### config.mk
export PLATFORM = sky130hd
export DESIGN_NAME = dual_port_sram_block
export DESIGN_NICKNAME = d
export VERILOG_FILES = /design/src/dpram_pkg.sv /design/src/port_clock_detect.sv /design/src/dual_port_sram_block.sv
export SDC_FILE = /design/constraint.sdc
export NUM_CORES = 1
export LEC_CHECK = 0
export BUFFER_PORTS_ARGS = -buffer_cell sky130_fd_sc_hd__buf_4
export CAP_MARGIN = 20
export CORE_AREA = 2 2 188 190
export DETAILED_ROUTE_END_ITERATION = 10
export DIE_AREA = 0 0 190 192
export HOLD_SLACK_MARGIN = 0.06
export PLACE_DENSITY = 0.7
export SYNTH_ARGS = -nofsm -noshare
export SYNTH_HDL_FRONTEND = slang
export SYNTH_HIERARCHICAL = 1
export SYNTH_SLANG_ARGS = --single-unit
### constraint.sdc
create_clock -name clk -period 8.4 [get_ports clk]
set_clock_uncertainty 0.2 [all_clocks]
set_input_delay 0.42 -clock clk [delete_from_list [all_inputs] [get_ports clk]]
set_output_delay 0.42 -clock clk [all_outputs]
set_load 0.01 [all_outputs]
### src/dpram_pkg.sv
// Shared constants for the dual-port memory block.
// Assumes a single 50 MHz system clock; no software-visible registers.
package dpram_pkg;
  // Storage size and organisation
  localparam int TOTAL_BITS = 256;
  localparam int ADDR_W = 6;
  localparam int DATA_W = 8;
  localparam int NIBBLE_W = 4;
  localparam int DEPTH_NIBBLE = 64;
  localparam int DEPTH_BYTE = 32;
  // Organisation select encoding
  localparam logic MODE_NIBBLE = 1'h0;
  localparam logic MODE_BYTE = 1'h1;
  // Edge select encoding
  localparam logic EDGE_RISE = 1'h0;
  localparam logic EDGE_FALL = 1'h1;
  // Reset value of read data
  localparam logic [7:0] READ_DATA_RST = 8'h00;
  // Input synchroniser depth
  localparam int SYNC_STAGES = 3;
endpackage : dpram_pkg

### src/port_clock_detect.sv
// Synchronises one port clock pin and flags its chosen active edge.
// Assumes the pin is asynchronous to clk.
`timescale 1ns/1ns
module port_clock_detect (
  input wire logic clk,
  input wire logic rst,
  input wire logic ce,
  input wire logic pin,
  input wire logic falling_sel,
  output logic edge_pulse
);
  import dpram_pkg::*;

  // Three-stage synchroniser; stage 0 feeds only stage 1
  logic [SYNC_STAGES-1:0] sync_reg;
  logic [SYNC_STAGES-1:0] sync_next;
  // Last agreed level of the pin
  logic level_reg;
  logic level_next;
  logic agree;

  // Next state: shift, accept a change once stages 1 and 2 agree
  always_comb begin
    sync_next = {sync_reg[SYNC_STAGES-2:0], pin};
    agree = (sync_reg[1] == sync_reg[2]);
    level_next = agree ? sync_reg[2] : level_reg;
    edge_pulse = 1'b0;
    // Edge only counts when the enable lets state advance
    if (ce && agree && (sync_reg[2] != level_reg)) begin
      edge_pulse = (falling_sel == EDGE_FALL) ? ~sync_reg[2] : sync_reg[2];
    end
  end

  // Register stage
  always_ff @(posedge clk) begin
    if (rst) begin
      sync_reg <= '0;
      level_reg <= 1'b0;
    end else if (ce) begin
      sync_reg <= sync_next;
      level_reg <= level_next;
    end
  end
endmodule : port_clock_detect

### src/dual_port_sram_block.sv
// Dual-port 256-bit memory block, organised 64x4 or 32x8.
// Port clocks arrive as pins, are sampled on clk and act on a chosen edge.
// Behaviour
// 256 bits, organised 32x8 or 64x4
// Read and write ports act independently
// Both addresses six bits, 64 nibbles
// Byte mode ignores address top bit
// Per-port clock, selectable active edge
// 8-bit write input, 8-bit read output
// User logic may cascade blocks
// Write on write edge, read on read edge
`timescale 1ns/1ns
module dual_port_sram_block #(
  parameter int DEPTH = dpram_pkg::DEPTH_NIBBLE
) (
  input wire logic clk,
  input wire logic rst,
  input wire logic ce,
  input wire logic byte_mode,
  input wire logic write_clock,
  input wire logic write_clock_falling,
  input wire logic write_enable,
  input wire logic [dpram_pkg::ADDR_W-1:0] write_address,
  input wire logic [dpram_pkg::DATA_W-1:0] write_data_in,
  input wire logic read_clock,
  input wire logic read_clock_falling,
  input wire logic [dpram_pkg::ADDR_W-1:0] read_address,
  output logic [dpram_pkg::DATA_W-1:0] read_data
);
  import dpram_pkg::*;

  // Nibble-indexed storage, flip-flops
  logic [NIBBLE_W-1:0] mem_reg [DEPTH];
  logic [NIBBLE_W-1:0] mem_next [DEPTH];
  logic [DATA_W-1:0] read_data_reg;
  logic [DATA_W-1:0] read_data_next;
  // Active edges seen on the port clocks
  logic write_edge;
  logic read_edge;
  // Nibble indices for low and high halves
  logic [ADDR_W-1:0] wr_lo;
  logic [ADDR_W-1:0] wr_hi;
  logic [ADDR_W-1:0] rd_lo;
  logic [ADDR_W-1:0] rd_hi;

  // Port pulses under two clk periods per level may be missed
  // write clock edge
  port_clock_detect write_detect (
    .clk(clk),
    .rst(rst),
    .ce(ce),
    .pin(write_clock),
    .falling_sel(write_clock_falling),
    .edge_pulse(write_edge)
  );

  // read clock edge
  port_clock_detect read_detect (
    .clk(clk),
    .rst(rst),
    .ce(ce),
    .pin(read_clock),
    .falling_sel(read_clock_falling),
    .edge_pulse(read_edge)
  );

  // Address mapping per organisation
  always_comb begin
    // six-bit nibble index
    wr_lo = write_address;
    wr_hi = write_address;
    rd_lo = read_address;
    rd_hi = read_address;
    if (byte_mode == MODE_BYTE) begin
      // top bit dropped in byte mode
      wr_lo = {write_address[ADDR_W-2:0], 1'b0};
      wr_hi = {write_address[ADDR_W-2:0], 1'b1};
      rd_lo = {read_address[ADDR_W-2:0], 1'b0};
      rd_hi = {read_address[ADDR_W-2:0], 1'b1};
    end
  end

  // Next memory contents
  always_comb begin
    for (int i = 0; i < DEPTH; i++) begin
      mem_next[i] = mem_reg[i];
    end
    // store on write edge
    if (write_edge && write_enable) begin
      mem_next[wr_lo] = write_data_in[NIBBLE_W-1:0];
      // byte mode fills a nibble pair
      if (byte_mode == MODE_BYTE) begin
        mem_next[wr_hi] = write_data_in[DATA_W-1:NIBBLE_W];
      end
    end
  end

  // Next read data; reads old contents on a same-cycle collision
  always_comb begin
    read_data_next = read_data_reg;
    // read independent of write
    if (read_edge) begin
      // upper half zero in nibble mode
      if (byte_mode == MODE_BYTE) begin
        read_data_next = {mem_reg[rd_hi], mem_reg[rd_lo]};
      end else begin
        read_data_next = {{(DATA_W-NIBBLE_W){1'b0}}, mem_reg[rd_lo]};
      end
    end
  end

  // Memory has no reset, as the real array
  always_ff @(posedge clk) begin
    if (ce) begin
      for (int i = 0; i < DEPTH; i++) begin
        mem_reg[i] <= mem_next[i];
      end
    end
  end

  // Read data register
  always_ff @(posedge clk) begin
    if (rst) begin
      read_data_reg <= READ_DATA_RST;
    end else if (ce) begin
      read_data_reg <= read_data_next;
    end
  end

  assign read_data = read_data_reg;

  // Write lands at the mapped nibble
  property p_write_store;
    @(posedge clk) disable iff (rst)
      (ce && write_edge && write_enable) |=> (mem_reg[$past(wr_lo)] == $past(write_data_in[3:0]));
  endproperty
  a_write_store: assert property (p_write_store) else $error("write not stored");

  // Byte mode writes the high nibble too
  property p_byte_write;
    @(posedge clk) disable iff (rst)
      (ce && write_edge && write_enable && byte_mode)
      |=> (mem_reg[$past(wr_hi)] == $past(write_data_in[7:4]));
  endproperty
  a_byte_write: assert property (p_byte_write) else $error("high nibble lost");

  // Read data holds without a read edge
  property p_read_hold;
    @(posedge clk) disable iff (rst)
      (!rst && (!read_edge || !ce)) |=> $stable(read_data);
  endproperty
  a_read_hold: assert property (p_read_hold) else $error("read data moved");

  // Nibble mode reads zero on upper lanes
  property p_nibble_upper;
    @(posedge clk) disable iff (rst)
      (ce && read_edge && !byte_mode) |=> (read_data[7:4] == 4'h0);
  endproperty
  a_nibble_upper: assert property (p_nibble_upper) else $error("upper lanes set");

  // Read returns the addressed nibble
  property p_read_value;
    @(posedge clk) disable iff (rst)
      (ce && read_edge) |=> (read_data[3:0] == $past(mem_reg[rd_lo]));
  endproperty
  a_read_value: assert property (p_read_value) else $error("wrong read data");

  // Byte mode ignores address top bit
  property p_addr_top;
    @(posedge clk) disable iff (rst)
      byte_mode |-> (wr_lo[0] == 1'b0 && wr_lo[5:1] == write_address[4:0]);
  endproperty
  a_addr_top: assert property (p_addr_top) else $error("top bit used");

  // Nibble mode indexes all six bits
  property p_addr_full;
    @(posedge clk) disable iff (rst)
      !byte_mode |-> (rd_lo == read_address);
  endproperty
  a_addr_full: assert property (p_addr_full) else $error("address cut");

  // Write edge is a single pulse
  property p_edge_pulse;
    @(posedge clk) disable iff (rst)
      write_edge |=> !write_edge;
  endproperty
  a_edge_pulse: assert property (p_edge_pulse) else $error("edge held");

  // Read edge is a single pulse too
  property p_read_pulse;
    @(posedge clk) disable iff (rst)
      read_edge |=> !read_edge;
  endproperty
  a_read_pulse: assert property (p_read_pulse) else $error("read edge held");

  // No port edge counts while frozen
  property p_frozen_edges;
    @(posedge clk) disable iff (rst)
      !ce |-> (!write_edge && !read_edge);
  endproperty
  a_frozen_edges: assert property (p_frozen_edges) else $error("edge while frozen");

  // Byte read returns the odd nibble on top
  property p_byte_read;
    @(posedge clk) disable iff (rst)
      (ce && read_edge && byte_mode) |=> (read_data[7:4] == $past(mem_reg[rd_hi]));
  endproperty
  a_byte_read: assert property (p_byte_read) else $error("high read nibble wrong");

  // Disabled write leaves the nibble alone
  property p_write_off;
    @(posedge clk) disable iff (rst)
      (ce && write_edge && !write_enable)
      |=> (mem_reg[$past(wr_lo)] == $past(mem_reg[wr_lo]));
  endproperty
  a_write_off: assert property (p_write_off) else $error("disabled write stored");

  // Byte mode read ignores address top bit
  property p_read_top;
    @(posedge clk) disable iff (rst)
      byte_mode |-> (rd_lo == {read_address[ADDR_W-2:0], 1'b0}
        && rd_hi == {read_address[ADDR_W-2:0], 1'b1});
  endproperty
  a_read_top: assert property (p_read_top) else $error("read top bit used");
endmodule : dual_port_sram_block

# Word-level counts from Yosys, hierarchy flattened
# Memories as Yosys holds them, arrays and structs flattened.
# Index checks and enable logic that the tools add are counted.
# Widths: inputs -> output; s select.
# totals
reg_bits	16
mem_bits_rw	256
input_bits	29
out_inout_bits	8
word_cells	47
n_memories	1
# memory_table
memory	words	word_bits	rd	rd_clocked_by_memory_dff	wr	line	source
mem_reg	64	4	66	0	64	dual_port_sram_block.sv:33	logic [NIBBLE_W-1:0] mem_reg [DEPTH];
# op_classes
n_lt_le_gt_ge	4
eq_ne	4
mux	19
bitwise_logic	4
n_reduce_logical	10
# op_table
operator	n
$bwmux 256	2
$mux 256	2
$demux 4 s6	2
$mux 6	4
$ge 7x7->1 const B	2
$lt 7x1->1 const B	2
$not 6->7	2
$mux 4	2
$mux 8	1
$logic_and 1x1->1	7
$mux 1	6
$reduce_and 2->1	3
$eq 1x1->1	2
$ne 1x1->1	2
$not 1->1	2

# Longest topological paths before layout
# Gate-level depths: netlist of the first run.
# depth
depth_word	10
ltp_mapped	11
depth_no_buf	8

# Modules after synthesis
# Netlist of the first run, hierarchy kept.
# modules_own_cells
module	n_inst	cells_each	area_each_um2
dual_port_sram_block	1	1800	17978.5
port_clock_detect	2	19	202.7

# Worst setup path before layout of the first run
# OpenSTA, ideal clock, no wires.
# synth_path
path_type	input to register
from	input port write_clock_falling
to	memory mem_reg[0][0] (enable)
arrival_time_ns	6.629
path_slack_ns	0.919
cell_stages	3
path_cell_list	and4bb_1 o21a_1 and3_1
# synth_rtl
element	line	source
from (decl)	dual_port_sram_block.sv:21	input wire logic write_clock_falling,
to (decl)	dual_port_sram_block.sv:33	

# Final worst setup path of the first run
# layout_path
from	input port read_address[2] in the netlist's numbering
to	register read_data_reg[2] (netlist: read_data[2])
# layout_between
elab_chain_cells	3
# layout_rtl
element	line	source
from (decl)	dual_port_sram_block.sv:27	input wire logic [dpram_pkg::ADDR_W-1:0] read_address,
$mux 6	dual_port_sram_block.sv:74	if (byte_mode == MODE_BYTE) begin
$mem_v2 64x4	--	
$mux 8	dual_port_sram_block.sv:104	if (byte_mode == MODE_BYTE) begin
to (signal assigned)	dual_port_sram_block.sv:126	read_data_reg <= read_data_next;
to (decl)	dual_port_sram_block.sv:35	logic [DATA_W-1:0] read_data_reg;
# Every way passes these cells.
# A chain may end at the register's enable or synchronous reset.

==> results of run 1 <==
routing by layer:
| metal | share of wire [%] | wire length [µm] |
|---|---|---|
| met5 | 0 | 0 |
| met4 | 7.2 | 4975 |
| met3 | 13 | 8827 |
| met2 | 42 | 28980 |
| met1 | 38 | 26080 |
power groups by stage:
stage,logic [mW],registers (mW),clock network (mW)
6_report,0.461,1.47,1.44
4_1_cts,0.438,1.47,1.45
3_5_place_dp,0.432,1.49,0
2_1_floorplan,0.292,1.49,0
5_1_grt,0.475,1.46,1.49
3_3_place_gp,0.425,1.49,0
placed cells by master (no fill, tap or decap), types with 7 or more instances in the layout:
cell type / count
nor2b_1: 22
a32oi_1: 7
mux2_2: 156
buf_4: 67
clkbuf_16: 31
o21a_1: 36
inv_1: 14
nor2_1: 116
o2bb2ai_1: 15
a221oi_1: 16
nand3_1: 20
edfxtp_1: 256
nand2b_1: 18
mux2i_1: 70
o211ai_1: 42
a221o_1: 11
o22ai_1: 80
dfxtp_1: 16
a211oi_1: 12
o22a_1: 61
a21oi_1: 172
dlygate4sd3_1: 13
a2bb2oi_1: 31
a22oi_1: 33
o221ai_1: 46
o21ai_0: 157
a22o_1: 8
and2_1: 28
nand2_1: 114
worst max-delay path: stages:
cell	delay, ns
buf_4	0.40
buf_4	0.62
nor2b_2	1.00
buf_4	0.38
a21oi_1	0.12
o221ai_1	0.41
a32oi_1	0.24
nand4_1	0.13
cell families (layout without fill, tap and decap cells):
logic type	count (synthesis)	in the layout	synth area share [%]
and+or+nand+nor	371	371	9.692
muxes	226	226	13.37
AOI/OAI and AO/OA	770	770	28.11
DFF	272	272	43.56
buffers and inverters	199	155	5.275
final timing paths:
| check | from | endpoint | slack (ns) | cells past startpoint |
|---|---|---|---|---|
| worst min register to register | read_detect/sync_reg[0]$_SDFFE_PP0P_ | read_detect/sync_reg[1]$_SDFFE_PP0P_ | 0.31 | 2 |
| worst min-delay path | read_address[4] | read_data[2]$_SDFFE_PP0P_ | 0.22 | 4 |
| worst max register to register | write_detect/sync_reg[1]$_SDFFE_PP0P_ | mem_reg[2][0]$_DFFE_PP_ | 5.29 | 4 |
| worst max-delay path | read_address[2] | read_data[2]$_SDFFE_PP0P_ | 4.96 | 8 |
area by class of cell:
class / count / area, µm² / area share [%]
clock buffers: 35 / 790.8 / 3.990
multi-input cells: 1367 / 9420 / 47.53
repair buffers: 84 / 703.2 / 3.548
flip-flops and latches: 272 / 8008 / 40.40
well taps: 455 / 569.3 / 2.872
clock inverters: 19 / 259.0 / 1.307
inverters: 17 / 68.82 / 0.3472
per-stage QoR:
step	instance area [µm²]	worst slack [ns]	power, mW	std cells	utilization (%)
detailed placement	18640	4.550	1.926	2182	54.36
global placement	18570	4.603	1.919	2176	54.16
floorplan	18380	0.9190	1.786	1838	-
finish	19820	4.957	3.366	2249	57.80
global route	19820	4.892	3.433	2249	57.80
CTS	19820	5.182	3.350	2249	57.80
==> results.json, run 1 <==
{
  "status": "finished clean",
  "grt_first_pass_wirelength_um": 101900,
  "rsz0062_at_grt": "false",
  "worst_setup_path_end_kind": "register",
  "largest_reg_flops": 256,
  "start_kind": "primary input",
  "synth.distinct_cells": 73,
  "max_slew_margin_pct": 7.185,
  "fp.dieH_um": 192,
  "grt_use_met2_pct": 55.63,
  "grt-busiest-layer": "met2",
  "critical_path_required_ns": 8.73,
  "dr_total_vias": 16890,
  "power_leakage_nw": 6.345,
  "p_int_mw": 2.460,
  "grt-ovfl-total": 0,
  "die_x_um": 190,
  "hold_viol_final": 0,
  "dp_hpwl_um": 44190,
  "worst_pin_slew_ns": 1.383,
  "clockBufferDepth": 3,
  "num_rows": 68,
  "synth_ff_type": "edfxtp_1",
  "ioPinCount": 37,
  "ir_drop_mv": 0.1658,
  "post-route-min-period_ns": 3.443,
  "setup_tns_ns": 0,
  "nFillCells": 2946,
  "cts_buffers": 30,
  "synthTopCellsByArea": "edfxtp_1 (42%), mux2_2 (9.6%), a21oi_1 (4.7%)",
  "drv_cap": 0,
  "layout-drive-gt1-share_pct": 16.44,
  "synth_commonest_cells": "edfxtp_1 (256), a21oi_1 (172), o21ai_0 (158), mux2_2 (156), nor2_1 (116)",
  "ys_seq_area_share_pct": 43.56,
  "hold_buffers": 13,
  "cts_htree_levels": 1,
  "drc": 0,
  "synth_largest_area_cell": "edfxtp_1",
  "syn_area_um2": 18380,
  "yosysTopAreaCellShare_pct": 41.82,
  "avgSynthCellArea_um2": 10.00,
  "drtIter0Drc": 3234,
  "via_per_inst": 7.510,
  "grtUsageMet1_pct": 51.20,
  "post-cts-setup-buffers": 0,
  "whs_ns": 0.2168,
  "clkLatencyLatePin_ns": 0.59,
  "finalMaxSlewViolations": 0,
  "grt_max_degree": 124,
  "hold_path_class": "primary input to register",
  "ctsResizeCount": 0,
  "synth_cells": 1838,
  "criticalPathCategory": "primary input to register",
  "synth_warnings": 6,
  "synth_edf_count": 256,
  "areaGrowthSynthToFinish_pct": 7.806,
  "power_switching_mw": 0.9067,
  "grt_pass1_vias": 15590,
  "initial_utilization_pct": 53.62,
  "cp.arrival_ns": 3.77,
  "grt.total_usage_pct": 37.43,
  "pwr-share-clk_pct": 42.8,
  "clk_pin_slew_ns": 0.06,
  "power_density_nw_per_um2": 169.9,
  "synth.ff_latch_count": 272,
  "cts_sinks": 272,
  "finalNetCount": 1801,
  "pwr-share-comb_pct": 13.7,
  "p_sw_share_pct": 26.93,
  "diodes": 0,
  "place_congestion": 1.017,
  "crit_fanout": 51,
  "finalWirelength_um": 68870,
  "core_area_um2": 34290,
  "fmax_mhz": 290.4,
  "syn_nets": 1867,
  "finalSetupViolCount": 0,
  "cts_tree": "done",
  "antenna_left": 0,
  "yosysMostFrequentCell": "edfxtp_1",
  "antenna_found_initial": 2,
  "routedWlPerCell_um": 30.62,
  "p_seq_share_pct": 43.5,
  "async_flop_share_pct": 0,
  "fp.dieArea_um2": 36480,
  "grt_use_met3_pct": 7.217,
  "io_buffer_count": 36,
  "root_buffer": "clkbuf_16",
  "drt-pass1-iter-count": 8,
  "fin_crit_sh_pct": 40.99
}
(Power assumes the default switching activity.)
==> inputs of run 2 (changes only) <==
--- a/config.mk
+++ b/config.mk
@@ -5,11 +5,12 @@
 export SDC_FILE = /design/constraint.sdc
 export NUM_CORES = 1
 export LEC_CHECK = 0
+export ABC_AREA = 1
 export BUFFER_PORTS_ARGS = -buffer_cell sky130_fd_sc_hd__buf_4
 export CAP_MARGIN = 20
-export CORE_AREA = 2 2 188 190
+export CORE_AREA = 2 2 185 187
 export DETAILED_ROUTE_END_ITERATION = 10
-export DIE_AREA = 0 0 190 192
+export DIE_AREA = 0 0 187 189
 export HOLD_SLACK_MARGIN = 0.06
 export PLACE_DENSITY = 0.7
 export SYNTH_ARGS = -nofsm -noshare
==> constraint.sdc (replaced) <==
create_clock -name clk -period 3.5 [get_ports clk]
set_clock_uncertainty 0.2 [all_clocks]
set_input_delay 0.175 -clock clk [delete_from_list [all_inputs] [get_ports clk]]
set_output_delay 0.175 -clock clk [all_outputs]
set_load 0.01 [all_outputs]
==> results.json, run 2 <==
{
  "status": "finished clean",
  "ir_drop_mv": 0.3511,
  "drc": 0,
  "syn_nets": 2485,
  "cp_cell_sequence": "buf_4 > inv_2 > nor2_1 > nor2_2 > nor2_1 > inv_1 > nor2_2 > inv_1 > nor2_1 > o21ai_0",
  "initial_utilization_pct": 53.59,
  "critPathBufInv": 4,
  "synth_largest_area_cell": "edfxtp_1",
  "areaGrowthSynthToFinish_pct": 12.39,
  "grt_first_pass_wirelength_um": 99820,
  "cts_sinks": 272,
  "grt.total_usage_pct": 36.82,
  "crit_fanout": 25,
  "synth_warnings": 6,
  "cts_buffers": 34,
  "utilization_pct": 60.23,
  "worst_pin_slew_ns": 0.9944,
  "crit_top_cell": "nor2_1",
  "dr_total_vias": 18340,
  "routedWlPerCell_um": 22.36,
  "drtIter0Drc": 2560,
  "synth_ff_type": "edfxtp_1",
  "crit_path_max_incr_delay_ns": 0.52,
  "via_per_inst": 6.243,
  "finalSetupViolCount": 0,
  "ctsResizeCount": 0,
  "antenna_found_initial": 2,
  "crit_family": "simple AND/OR/NAND/NOR gates",
  "synth_edf_count": 256,
  "core_area_um2": 33280,
  "pwr-share-clk_pct": 42.3,
  "setup_tns_ns": 0,
  "synth_compound_area_share_pct": 16.98,
  "synth.ff_latch_count": 272,
  "fin_crit_sh_pct": 68.43,
  "largest_reg_flops": 256,
  "p_seq_share_pct": 42.9,
  "ys_seq_area_share_pct": 44.90,
  "synth_cells": 2456,
  "num_rows": 67,
  "finalMaxSlewViolations": 0,
  "cts_tree": "done",
  "synth_commonest_cells": "nand2_1 (753), nand3_1 (378), o21ai_0 (329), edfxtp_1 (256), nor2_1 (184)",
  "synth-simple-area-share_pct": 31.13,
  "ioPinCount": 37,
  "r2r_slack_ns": 1.35,
  "drt-pass1-iter-count": 6,
  "pwr-share-comb_pct": 14.8,
  "muxShareOfSynthArea_pct": 0.05612,
  "diodes": 0,
  "syn_area_um2": 17830,
  "synthTopCellsByArea": "edfxtp_1 (43%), nand2_1 (16%), nand3_1 (11%)",
  "drv_cap": 0,
  "hold_buffers": 17,
  "grt-ovfl-total": 0,
  "multi_input_comb_area_um2": 8645,
  "io_buffer_count": 36,
  "ff_latch_area_um2": 8008,
  "finalWirelength_um": 65660,
  "layout_common_cells": "nand2_1 (749), nand3_1 (378), o21ai_0 (328)",
  "hold_viol_final": 0,
  "power_density_nw_per_um2": 416.7,
  "grt_max_degree": 84,
  "avgSynthCellArea_um2": 7.262,
  "cp.arrival_ns": 2.45,
  "nFillCells": 3054,
  "hold_path_class": "primary input to register",
  "fp.dieH_um": 189,
  "yosysTopAreaCellShare_pct": 43.10,
  "p_int_mw": 6.008,
  "cts_htree_levels": 2,
  "dp_hpwl_um": 43020,
  "max_slew_margin_pct": 33.64,
  "p_sw_share_pct": 28.07,
  "async_flop_share_pct": 0,
  "synth_top_family_by_area": "simple AND/OR/NAND/NOR gates",
  "antenna_left": 0,
  "finalNetCount": 2495,
  "criticalPathCategory": "primary input to register",
  "power_leakage_nw": 7.982,
  "clk_pin_slew_ns": 0.06,
  "worst_setup_path_end_kind": "register",
  "clockBufferDepth": 3,
  "layout-drive-gt1-share_pct": 7.834,
  "synth_xor_area_share_pct": 0,
  "p_total_mw": 8.353,
  "rsz0062_at_grt": "false",
  "fmax_mhz": 417.5,
  "clkLatencyLatePin_ns": 0.54,
  "post-route-min-period_ns": 2.395,
  "critical_path_required_ns": 3.56,
  "synth.distinct_cells": 30,
  "start_kind": "primary input",
  "fp.dieArea_um2": 35340,
  "die_x_um": 187,
  "root_buffer": "clkbuf_16",
  "post-cts-setup-buffers": 0,
  "synthAdderAreaFrac_pct": 0,
  "grt_pass1_vias": 16690,
  "place_congestion": 0.9377,
  "crit_path_top_delay_cell": "nor2_2",
  "yosysMostFrequentCell": "nand2_1",
  "final_common_cell": "nand2_1",
  "power_switching_mw": 2.345
}
run 2: changes by cell type in the layout (fill, tap and decap cells not counted), moves of 61 or more:
cell / previous run / this run
o22a_1: 61 / 0
nand2_1: 114 / 749
nor2_1: 116 / 184
a21oi_1: 172 / 58
o21ai_0: 157 / 328
inv_1: 14 / 141
mux2i_1: 70 / 1
nand3_1: 20 / 378
mux2_2: 156 / 0
run 2: area by class of cell:
class	instances	share of cell area [%]
clock buffers	45	4.869
clock inverters	14	0.5618
inverters	157	2.940
multi-input cells	1878	43.13
flip-flops and latches	272	39.95
well taps	448	2.797
repair buffers	123	5.755
run 2: path summary, 6_finish.rpt:
path,to,depth (start not counted),startpoint
worst min-delay path,mem_reg[25][2]$_DFFE_PP_,4,byte_mode
worst max-delay path,mem_reg[8][0]$_DFFE_PP_,10,byte_mode
worst max register to register,mem_reg[20][0]$_DFFE_PP_,6,write_detect/sync_reg[1]$_SDFFE_PP0P_
worst min register to register,read_data[5]$_SDFFE_PP0P_,2,read_data[5]$_SDFFE_PP0P_
run 2: power by group through the flow:
stage,clock network (mW),registers (mW),logic [mW]
finish,3.53,3.59,1.23
global route,3.67,3.59,1.31
CTS,3.55,3.59,1.19
detailed placement,0,3.65,1.17
global placement,0,3.65,1.16
floorplan,0,3.65,0.723
run 2: layer usage:
layer  wire length [µm]  GRT usage (%)  part of all wire [%]  vias up
met3               7688          7.563                    12      239
met5                  0              0                     0        -
met2              28220          55.32                    43     1188
met4               3791          19.66                   5.8        0
met1              25960          50.26                    40     8429
li1                   -              -                     -     8481
run 2: metrics by stage:
stage          instances  hold slack (ns)  setup slack (ns)  area, µm²
2_1_floorplan       2456           0.1099            0.3580      17840
3_3_place_gp        2861           0.2009            0.7052      18790
3_5_place_dp        2861           0.2066            0.6172      18790
4_1_cts             2937          0.09394             1.183      20040
5_1_grt             2937           0.1347            0.8850      20040
6_report            2937           0.1069             1.105      20040
run 2: logic make-up (layout without fill, tap and decap cells):
group,after synthesis,after routing
flip-flops,272,272
multiplexers,1,1
buffers and inverters,306,339
AO/OA/AOI/OAI,544,544
AND/OR/NAND/NOR,1333,1333
run 2: worst register-to-register path: stages, from the launching register on:
cell	delay [ns]
dfxtp_1	0.35
inv_1	0.08
nand2_1	0.08
nand3_2	0.10
a21oi_2	0.11
and3_4	0.35
buf_4	0.51
